<file path="src/pkg/imt_pkg.sv">
// Package for the I2C master transmit engine: register map and timing
package imt_pkg;
	// Register byte offsets
	localparam logic [7:0] ADDR_BUFFER = 8'h00; // Transmit buffer (write)
	localparam logic [7:0] ADDR_CONTROL = 8'h04; // Start/stop/restart requests
	localparam logic [7:0] ADDR_STATUS = 8'h08; // Flags and state
	localparam logic [7:0] ADDR_IRQ_STAT = 8'h0C; // Sticky events, W1C
	localparam logic [7:0] ADDR_IRQ_MASK = 8'h10; // Interrupt mask
	localparam logic [7:0] ADDR_BAUD = 8'h14; // Baud rollover reload
	// Control bit positions
	localparam int CTL_START = 0; // start_request_bit
	localparam int CTL_STOP = 1; // stop_request_bit
	localparam int CTL_RESTART = 2; // restart_request_bit
	// Status bit positions
	localparam int ST_BF = 0; // buffer_full_flag
	localparam int ST_ACK = 1; // ack_status_bit
	localparam int ST_WRITE_COLLISION_FLAG = 2; // write_collision_flag
	localparam int ST_BUSY = 3; // Engine active
	// Event bit positions in the interrupt status register
	localparam int EV_SIF = 0; // serial_irq_flag
	localparam int EV_WRITE_COLLISION_FLAG = 1; // Write collision event
	localparam int EV_NACK = 2; // Not acknowledged event
	localparam int EV_W = 3; // Event vector width
	// Reset values
	localparam logic [15:0] BAUD_RESET = 16'h0018; // Rollover count
	localparam logic [EV_W-1:0] MASK_RESET = 3'h0;
	// Start hold time in ns and derived cycles at 10 MHz
	localparam int CLK_NS = 100;
	localparam int START_HOLD_NS = 4000;
	localparam int START_HOLD_CYC = (START_HOLD_NS + CLK_NS - 1) / CLK_NS;
	// Engine phases
	typedef enum logic [2:0] {
		IMT_IDLE, IMT_START, IMT_HOLD, IMT_LOW, IMT_HIGH, IMT_RS_UP,
		IMT_STOP_LOW, IMT_STOP_HIGH
	} imt_phase_t;
endpackage : imt_pkg

</file>
<file path="src/verilog/imt_master_tx.sv">
// I2C master transmit engine with APB register access
//
// Added by the designer: the APB slave port and the placing of the registers.
`timescale 1ns/100ps
`default_nettype none
//////////////////////////////////////////////////////////////////////////////
// Summary of operation
// [RL1] Buffer write sets full flag, starts transfer
// [RL2] SDA changes with SCL low; each half one rollover
// [RL3] SDA held through SCL high and past fall
// [RL4] After eighth bit clear full flag, release SDA
// [RL5] Ninth clock samples SDA into ack status
// [RL6] After ninth clock raise irq, park SCL low
// [RL7] Address: seven bits plus direction, MSB first
// [RL8] Buffer write while shifting sets collision, ignored
// [RL9] Software clears collision before next transmission
// [RL10] Start request makes Start, then irq flag
// [RL11] Software clears irq flag after each event
// [RL12] Start hold time before any bus operation
// [RL13] Stop or restart request, then irq flag
// [RL14] Slave acknowledges in ninth bit time
// [RL15] SDA and SCL driven open drain only
//////////////////////////////////////////////////////////////////////////////
module imt_master_tx (
	input wire logic clk_sys_in,
	input wire logic nrst_in,
	input wire logic psel_in,
	input wire logic penable_in,
	input wire logic pwrite_in,
	input wire logic [7:0] paddr_in,
	input wire logic [31:0] pwdata_in,
	output logic [31:0] prdata_out,
	output logic pready_out,
	output logic pslverr_out,
	input wire logic scl_in,
	output logic scl_out,
	output logic scl_oe_out,
	input wire logic sda_in,
	output logic sda_out,
	output logic sda_oe_out,
	output logic irq_out
);
	//////////////////////////////////////////////////////////////////////////
	// State
	typedef struct packed {
		imt_pkg::imt_phase_t phase; // Engine phase
		logic [15:0] cnt; // Rollover / hold counter
		logic [15:0] baud; // Rollover reload value
		logic [7:0] buffer; // transmit_buffer
		logic [7:0] shift; // shift_register
		logic [3:0] bitn; // Bit clock number 0..8
		logic bf; // buffer_full_flag
		logic ack; // ack_status_bit
		logic write_collision_flag; // write_collision_flag
		logic scl_low; // Pull SCL low
		logic sda_low; // Pull SDA low
		logic [imt_pkg::EV_W-1:0] ev; // Sticky events
		logic [imt_pkg::EV_W-1:0] mask; // Interrupt mask
		logic [31:0] rdata; // Registered read data
	} imt_state_t;

	imt_state_t cur;
	imt_state_t next_cur;
	logic wr_acc; // Write access phase
	logic rd_acc; // Read setup phase
	logic mapped; // Address decodes
	logic [imt_pkg::EV_W-1:0] set_ev; // Events this cycle

	// Zero-extend a byte to the bus width
	function automatic logic [31:0] imt_word(input logic [7:0] b);
		imt_word = {24'h0000_00, b};
	endfunction

	// Engine owns the bus; buffer and control writes are refused then
	function automatic logic imt_busy(input imt_pkg::imt_phase_t ph);
		imt_busy = (ph != imt_pkg::IMT_IDLE);
	endfunction

	//////////////////////////////////////////////////////////////////////////
	// Bus decode; zero wait states, unmapped gives slave error
	// pready is tied high, so no access ever stalls the bus
	always_comb begin
		mapped = (paddr_in == imt_pkg::ADDR_BUFFER) ||
			(paddr_in == imt_pkg::ADDR_CONTROL) ||
			(paddr_in == imt_pkg::ADDR_STATUS) ||
			(paddr_in == imt_pkg::ADDR_IRQ_STAT) ||
			(paddr_in == imt_pkg::ADDR_IRQ_MASK) ||
			(paddr_in == imt_pkg::ADDR_BAUD);
		wr_acc = psel_in && penable_in && pwrite_in;
		rd_acc = psel_in && !penable_in && !pwrite_in;
	end

	//////////////////////////////////////////////////////////////////////////
	// Next-state logic
	always_comb begin
		next_cur = cur;
		set_ev = '0;
		// Read data is captured in setup so it is ready in access
		if (rd_acc) begin
			unique case (paddr_in)
				imt_pkg::ADDR_BUFFER: next_cur.rdata = imt_word(cur.buffer);
				imt_pkg::ADDR_STATUS: begin
					next_cur.rdata = '0;
					next_cur.rdata[imt_pkg::ST_BF] = cur.bf;
					next_cur.rdata[imt_pkg::ST_ACK] = cur.ack;
					next_cur.rdata[imt_pkg::ST_WRITE_COLLISION_FLAG] = cur.write_collision_flag;
					next_cur.rdata[imt_pkg::ST_BUSY] =
						imt_busy(cur.phase);
				end
				imt_pkg::ADDR_IRQ_STAT: next_cur.rdata = {29'h0, cur.ev};
				imt_pkg::ADDR_IRQ_MASK: next_cur.rdata = {29'h0, cur.mask};
				imt_pkg::ADDR_BAUD: next_cur.rdata = {16'h0000, cur.baud};
				default: next_cur.rdata = '0;
			endcase
		end
		// Countdown runs in every timed phase
		if (cur.cnt != 16'h0000) begin
			next_cur.cnt = cur.cnt - 16'h0001;
		end
		unique case (cur.phase)
			imt_pkg::IMT_IDLE: begin
				// SCL parked low after a byte, SDA unchanged [RL6]
			end
			imt_pkg::IMT_START: begin
				// SDA falls while SCL is high: Start condition [RL10]
				next_cur.sda_low = 1'b1;
				next_cur.scl_low = 1'b0;
				next_cur.cnt = 16'(imt_pkg::START_HOLD_CYC);
				next_cur.phase = imt_pkg::IMT_HOLD;
			end
			imt_pkg::IMT_HOLD: begin
				// Hold time elapses before anything else [RL12]
				// It also keeps the first bit clear of the Start
				if (cur.cnt == 16'h0000) begin
					next_cur.scl_low = 1'b1;
					next_cur.phase = imt_pkg::IMT_IDLE;
					set_ev[imt_pkg::EV_SIF] = 1'b1; // [RL10]
				end
			end
			imt_pkg::IMT_LOW: begin
				// Bit changes only while SCL low [RL2]
				// SDA moves a cycle after SCL falls: that cycle is hold time
				if (cur.cnt == cur.baud) begin
					if (cur.bitn == 4'h8) begin
						next_cur.sda_low = 1'b0; // Release for ACK [RL4]
					end else begin
						next_cur.sda_low = !cur.shift[7]; // MSB first [RL7]
					end
				end
				if (cur.cnt == 16'h0000) begin
					next_cur.scl_low = 1'b0; // Release SCL [RL2]
					next_cur.cnt = cur.baud;
					next_cur.phase = imt_pkg::IMT_HIGH;
				end
			end
			imt_pkg::IMT_HIGH: begin
				// SDA untouched during high half [RL3]
				if (cur.cnt == 16'h0000) begin
					next_cur.scl_low = 1'b1;
					// SDA holds one clock cycle after fall [RL3]
					next_cur.cnt = cur.baud;
					if (cur.bitn == 4'h8) begin
						// Taken on the last high cycle, before SCL falls,
						// while the slave still drives its acknowledge
						// Ninth clock: ACK low clears, high sets [RL5]
						next_cur.ack = sda_in;
						set_ev[imt_pkg::EV_NACK] = sda_in;
						set_ev[imt_pkg::EV_SIF] = 1'b1; // [RL6]
						next_cur.cnt = 16'h0000;
						next_cur.phase = imt_pkg::IMT_IDLE;
					end else begin
						next_cur.shift = {cur.shift[6:0], 1'b0};
						next_cur.bitn = cur.bitn + 4'h1;
						// Eighth fall empties the buffer [RL4]
						if (cur.bitn == 4'h7) begin
							next_cur.bf = 1'b0;
						end
						next_cur.phase = imt_pkg::IMT_LOW;
					end
				end
			end
			imt_pkg::IMT_RS_UP: begin
				// Release SDA then SCL, then repeated Start [RL13]
				// SDA must rise while SCL is low, or the bus would see a Stop
				next_cur.sda_low = 1'b0;
				if (cur.cnt == 16'h0000) begin
					if (cur.scl_low) begin
						next_cur.scl_low = 1'b0;
						next_cur.cnt = cur.baud;
					end else begin
						next_cur.phase = imt_pkg::IMT_START;
					end
				end
			end
			imt_pkg::IMT_STOP_LOW: begin
				// Pull SDA low with SCL low, then release SCL [RL13]
				next_cur.sda_low = 1'b1;
				if (cur.cnt == 16'h0000) begin
					next_cur.scl_low = 1'b0;
					next_cur.cnt = cur.baud;
					next_cur.phase = imt_pkg::IMT_STOP_HIGH;
				end
			end
			imt_pkg::IMT_STOP_HIGH: begin
				// SDA rises while SCL high: Stop [RL13]
				if (cur.cnt == 16'h0000) begin
					next_cur.sda_low = 1'b0;
					next_cur.phase = imt_pkg::IMT_IDLE;
					set_ev[imt_pkg::EV_SIF] = 1'b1; // [RL13]
				end
			end
		endcase
		// Register writes
		if (wr_acc) begin
			unique case (paddr_in)
				imt_pkg::ADDR_BUFFER: begin
					// Busy covers the Start hold too, so an early address
					// cannot cut the hold short
					if (imt_busy(cur.phase)) begin
						// Busy: flag collision, drop data [RL8]
						next_cur.write_collision_flag = 1'b1;
						set_ev[imt_pkg::EV_WRITE_COLLISION_FLAG] = 1'b1;
					end else begin
						// Load and start the baud generator [RL1]
						next_cur.buffer = pwdata_in[7:0];
						next_cur.shift = pwdata_in[7:0];
						next_cur.bf = 1'b1;
						next_cur.bitn = 4'h0;
						next_cur.scl_low = 1'b1;
						next_cur.cnt = cur.baud;
						next_cur.phase = imt_pkg::IMT_LOW;
					end
				end
				imt_pkg::ADDR_CONTROL: begin
					// Requests are ignored while the engine is busy
					// One request per write: start, then stop, then restart
					if (!imt_busy(cur.phase)) begin
						if (pwdata_in[imt_pkg::CTL_START]) begin
							next_cur.phase = imt_pkg::IMT_START;
						end else if (pwdata_in[imt_pkg::CTL_STOP]) begin
							next_cur.scl_low = 1'b1;
							next_cur.cnt = cur.baud;
							next_cur.phase = imt_pkg::IMT_STOP_LOW;
						end else if (pwdata_in[imt_pkg::CTL_RESTART]) begin
							next_cur.scl_low = 1'b1;
							next_cur.cnt = cur.baud;
							next_cur.phase = imt_pkg::IMT_RS_UP;
						end
					end
				end
				imt_pkg::ADDR_STATUS: begin
					// Software clears collision by writing one [RL9]
					if (pwdata_in[imt_pkg::ST_WRITE_COLLISION_FLAG]) begin
						next_cur.write_collision_flag = 1'b0;
					end
				end
				imt_pkg::ADDR_IRQ_STAT: begin
					// Write one to clear [RL11]
					next_cur.ev = cur.ev & ~pwdata_in[imt_pkg::EV_W-1:0];
				end
				imt_pkg::ADDR_IRQ_MASK: begin
					next_cur.mask = pwdata_in[imt_pkg::EV_W-1:0];
				end
				imt_pkg::ADDR_BAUD: begin
					next_cur.baud = pwdata_in[15:0];
				end
				default: begin
				end
			endcase
		end
		// A new event wins over a clear in the same cycle
		next_cur.ev = next_cur.ev | set_ev;
		if (set_ev[imt_pkg::EV_WRITE_COLLISION_FLAG]) begin
			next_cur.write_collision_flag = 1'b1;
		end
	end

	//////////////////////////////////////////////////////////////////////////
	// State register
	// Reset releases both lines, so no false condition appears
	always_ff @(posedge clk_sys_in or negedge nrst_in) begin
		if (!nrst_in) begin
			cur <= '0;
			cur.phase <= imt_pkg::IMT_IDLE;
			cur.baud <= imt_pkg::BAUD_RESET;
			cur.mask <= imt_pkg::MASK_RESET;
		end else begin
			cur <= next_cur;
		end
	end

	//////////////////////////////////////////////////////////////////////////
	// Outputs; lines only ever pulled low, high is released [RL15]
	// scl_in is not read: a slave that stretches SCL is not waited for
	always_comb begin
		prdata_out = cur.rdata;
		pready_out = 1'b1;
		pslverr_out = psel_in && penable_in && !mapped;
		scl_out = 1'b0;
		scl_oe_out = cur.scl_low; // [RL15]
		sda_out = 1'b0;
		sda_oe_out = cur.sda_low; // [RL15]
		irq_out = |(cur.ev & cur.mask);
	end
endmodule // imt_master_tx
`default_nettype wire
</file>
<file path="config.mk">
export PLATFORM = sky130hd
export DESIGN_NAME = imt_master_tx
export DESIGN_NICKNAME = d
export VERILOG_FILES = /design/src/pkg/imt_pkg.sv /design/src/verilog/imt_master_tx.sv
export SDC_FILE = /design/constraint.sdc
export NUM_CORES = 1
export LEC_CHECK = 0
export BUFFER_PORTS_ARGS = -buffer_cell sky130_fd_sc_hd__clkbuf_2
export CORE_UTILIZATION = 45
export DETAILED_ROUTE_END_ITERATION = 8
export GPL_TIMING_DRIVEN = 0
export PLACE_DENSITY_LB_ADDON = 0.1
export SYNTH_ARGS = -nofsm -noshare
export SYNTH_HDL_FRONTEND = slang
export SYNTH_SLANG_ARGS = --single-unit
export TNS_END_PERCENT = 5
</file>
<file path="constraint.sdc">
create_clock -name clk_sys_in -period 3.5 [get_ports clk_sys_in]
set_input_delay 0.175 -clock clk_sys_in [delete_from_list [all_inputs] [get_ports clk_sys_in]]
set_output_delay 0.175 -clock clk_sys_in [all_outputs]
set_load 0.01 [all_outputs]
</file>
-- Word level (Yosys, flattened, before mapping)
Cells that the tools add are included.
- memories kept: 0
- output and inout bits: 39
- logic and storage cells: 132
- memory bits (writable): 0
- bits of input ports: 47
- latch bits: 0
- memory bits (read-only): 0
- bits in registers: 98
- equality and inequality tests: 19
- reductions and logical operators: 32
- add/subtract/negate cells: 2
- shifts and indexed selects: 0
- div/mod/pow operators: 0
- magnitude comparators: 0
- multipliers: 0
- bitwise operators: 5
- multiplexer cells: 60
- operator list (operator ; count):
    16-bit one-hot mux with 5 select lines ; 2
    19-bit two-way mux ; 8
    16-bit two-way mux ; 5
    56-bit two-way mux ; 1
    21-bit two-way mux ; 2
    19-bit one-hot mux with 2 select lines ; 1
    14-bit two-way mux ; 2
    1-bit two-way mux ; 24
    3-bit one-hot mux with 6 select lines ; 1
    16-bit == test ; 1
    8-bit by 4-bit == test with 1-bit output, second input constant ; 2
    8-bit by 5-bit == test with 1-bit output, second input constant ; 2
    16-bit logical NOT ; 1
    16-bit nonzero test ; 1
    16-bit by 1-bit subtractor with 16-bit output, second input constant ; 1
    3-bit two-way mux ; 5
    13-bit two-way mux ; 1
    3-bit == test, second input constant ; 4
    3-bit AND reduction ; 3
    8-bit by 3-bit == test with 1-bit output, second input constant ; 1
    8-bit logical NOT ; 1
    3-bit AND ; 2
    3-bit by 2-bit == test with 1-bit output, second input constant ; 2
    6-bit two-way mux ; 1
    24 further kinds ; 44

-- Depth between registers and ports, before layout
- word-level depth: 11
- gate-level depth with buffers: 10
- depth with buffers taken out: 8

-- Worst setup path before layout
No wires, ideal clock.
- path kind: reg2reg
- from: register cur[79] (netlist bit)
- to: register cur[79] (netlist bit)
- required time: 3.371 ns
- arrival time: 2.104 ns
- setup time: 0.129 ns
- path slack: 1.267 ns
- cell stages (with the launch flop): 9
- path buffers: 0
- clock period less this slack: 2.233 ns
- cell sequence: dfrtp_1 -> inv_1 -> ha_1 -> nor3b_1 -> nand3_2 -> or2_1 -> or3_1 -> a21oi_1 -> a211oi_1
- RTL lines (item ; RTL line ; source):
    from (decl) ; imt_master_tx.sv:62 ; imt_state_t cur;
    from (signal assigned) ; imt_master_tx.sv:288 ; cur <= next_cur;

==> run metrics <==
status completed; initial antenna violation count 0; Arrival @ worst endpoint 2.97 ns; Final ANT Viol Nets 0; Synth area leader dfrtp_1; clk_skew 0.008653 ns; worst hold path type in2reg; # fillers 958; IO buf count 48; r2r setup slk 0.76 ns; GPL Wtd Cong 0.8740; Worst Max-Slew Pin Slew 0.6878 ns; switch share 0.3579; worst skew pair latency 0.37 ns; die height 103.1 um; FF-to-FF End cur[91]$_DFF_PN0_; Worst Setup SP cur[79]$_DFF_PN0_; synthesized area 0.004601 sq mm; Layout Utilization 0.5436; Seq/Total Area, Yosys 0.4466; Vias per Instance 5.288; Min Hold Slack 0.03227 ns; critical path class reg2reg; Crit path required time 3.72 ns; final WL 11180 um; Buf/Inv on CP 1; dpl ws 0.8251 ns; Area Growth Syn to Fin 16.02%; Synth top area share 0.4351; Core ar. 0.009819 sq mm; layout cells sized above 1 0.2401; startpoint types register; Yosys reg bits 82; Final WS setup 0.7552 ns; via count of the first global-routing pass 3681; critical hold path startpoint pwdata_in[13]; clk sinks 82; pin count of the biggest net entering global routing 59; drt pass-1 iters 4; worst-path maximum fanout 10; Slew headroom 0.5390; GRT overflow 0; Critical R2R Launch cur[79]$_DFF_PN0_; Final HPWL DP 8279 um; Max IR drop VDD 0.0002420 V; clock-pin slew on the worst setup and hold paths 0.09 ns; CP max stage delay 0.52 ns; PwrDens 537.1 mW/mm^2; Area after DPL 0.005101 sq mm; postcts setup bufs 0; commonest non-fill, non-tap cell in the layout nand2_1; final hold viol count 0; Die Width 103.1 um; Clock Path Buffers 2; Int Pwr 1841 uW; htree depth 3; Worst Setup End Kind register; mean area per synthesized cell 9.201 sq um; EDFF count, synth 0; RSZ-0062 raised after global routing false; top post-synthesis cells by area dfrtp_1, nand2_1, buf_4; Seq pwr share 0.445; Worst path depth 7; crit share post-route 0.7842; I/O pin count 86; Post-synth top flop dfrtp_1; Post-Synthesis Cells 500; R2R depth 7; worst-path cell chain inv_1 -> ha_1 -> nor3b_1 -> nand3_2 -> or2_1 -> o211ai_2 -> o21ai_0; Vias 3786; maxcap violations 0; CTS tree yes; LEAKAGE 0.002553 uW; final setup fails 0; Final Instance Area 0.005338 sq mm; Wirelength per Cell 15.61 um; TritonCTS Buffers 9; clock root buffer clkbuf_8; crit path to cur[91]$_DFF_PN0_; first-pass GRT wire length 18550 um; YS warnings 0; setup TNS 0 ns; fmax 0.3643 GHz; nets 628; Yosys cell types 55; cells resized by post-CTS repair 0; Async S/R FF share, synth 1.000; gr usage total 0.2319; Clk pwr share 0.277; Gate power share 0.278; die area 0.01063 sq mm; commonest cells after routing, fill and taps aside nand2_1, dfrtp_1, clkbuf_2; antenna cells 0; CP max stage cell nor3b_1; Net Switching 1026 uW; Crit path max-delay family simple AND/OR/NAND/NOR gates; Initial DRC Count 159; initial core utilization 0.4685; residual DRC count 0; Site Rows 36; min Tclk post-route 2.745 ns; Slew Viols, Final 0
-- kinds of logic after synthesis --
logic type      count (synthesis)  synth area share
compound gates                 95            0.1343
xor+xnor                       30           0.05711
fa+ha+maj                       3          0.008160
buf+inv                        65           0.08322
flops                          82            0.4466
mux                            30           0.07017
other cells                     2          0.001632
simple gates                  193            0.1988
-- layout make-up --
cell class,instances,area (sq um),area share
buffer,53,337.8,0.06329
timing repair buffer,50,280.3,0.05251
multi-input combinational,370,2227,0.4173
sequential,82,2054,0.3849
clock buffer,9,123.9,0.02321
clock inverter,7,102.6,0.01922
tap,133,166.4,0.03118
inverter,12,45.04,0.008439
-- worst register-to-register path: cells and delay by family, from the launching register on --
family	cells	cell delay [ns]
AOI/OAI and AO/OA	2	0.66
adders and majority gates	1	0.20
and+or+nand+nor	3	1.18
buffers and inverters	1	0.11
DFF	1	0.47
-- Yosys cell counts (6+ instances only) --
master,n
nand3_1,17
buf_4,35
nor2_1,38
buf_2,6
o211ai_1,6
nand2_1,85
mux2i_1,12
xnor2_1,10
a31oi_1,7
mux2_2,18
xor2_1,20
clkbuf_1,12
nor3_1,13
a21oi_1,13
dfrtp_1,80
inv_1,12
o21ai_0,36
-- per-layer routing --
metal,vias up,GRT usage,share of wire
met5,-,0,0
met4,0,0.09317,0.020
met1,1829,0.3120,0.46
li1,1845,-,-
met3,20,0.03051,0.038
met2,92,0.3795,0.48
-- flip-flops by register name, summed over array words and instances (netlist names) --
name / cells
cur: 64
sda_oe_out: 1
prdata_out: 16
scl_oe_out: 1
-- repair_timing --
item / CTS / global route
setup endpoints to repair: 0 / 0
endpoints found under the hold margin: 24 / 0
hold buffers: 1 / 0
-- worst min path at each step --
stage / endpoint / slack [ns] / depth (start not counted)
final: cur[76]$_DFFE_PN0P_ / 0.03 / 2
after detailed placement: cur[91]$_DFF_PN0_ / 0.17 / 1
after global routing: cur[77]$_DFFE_PN0P_ / 0.04 / 2
after global placement: cur[77]$_DFFE_PN0P_ / 0.41 / 2
after CTS: cur[77]$_DFFE_PN0P_ / 0.02 / 2
after floorplan: cur[32]$_DFFE_PN0P_ / -0.12 / 0
-- through the flow --
stage	power [uW]	instances
3_3_place_gp	2051	698
4_1_cts	2876	716
3_5_place_dp	2078	699
2_1_floorplan	1848	517
5_1_grt	3041	716
6_report	2867	716
-- power by group through the flow --
stage	registers (uW)	logic (uW)	clock network [uW]
6_report	1280	797	793
5_1_grt	1300	900	844
4_1_cts	1280	791	809
3_5_place_dp	1290	785	0
3_3_place_gp	1290	766	0
2_1_floorplan	1250	596	0
Power figures use the tool's default switching activity.
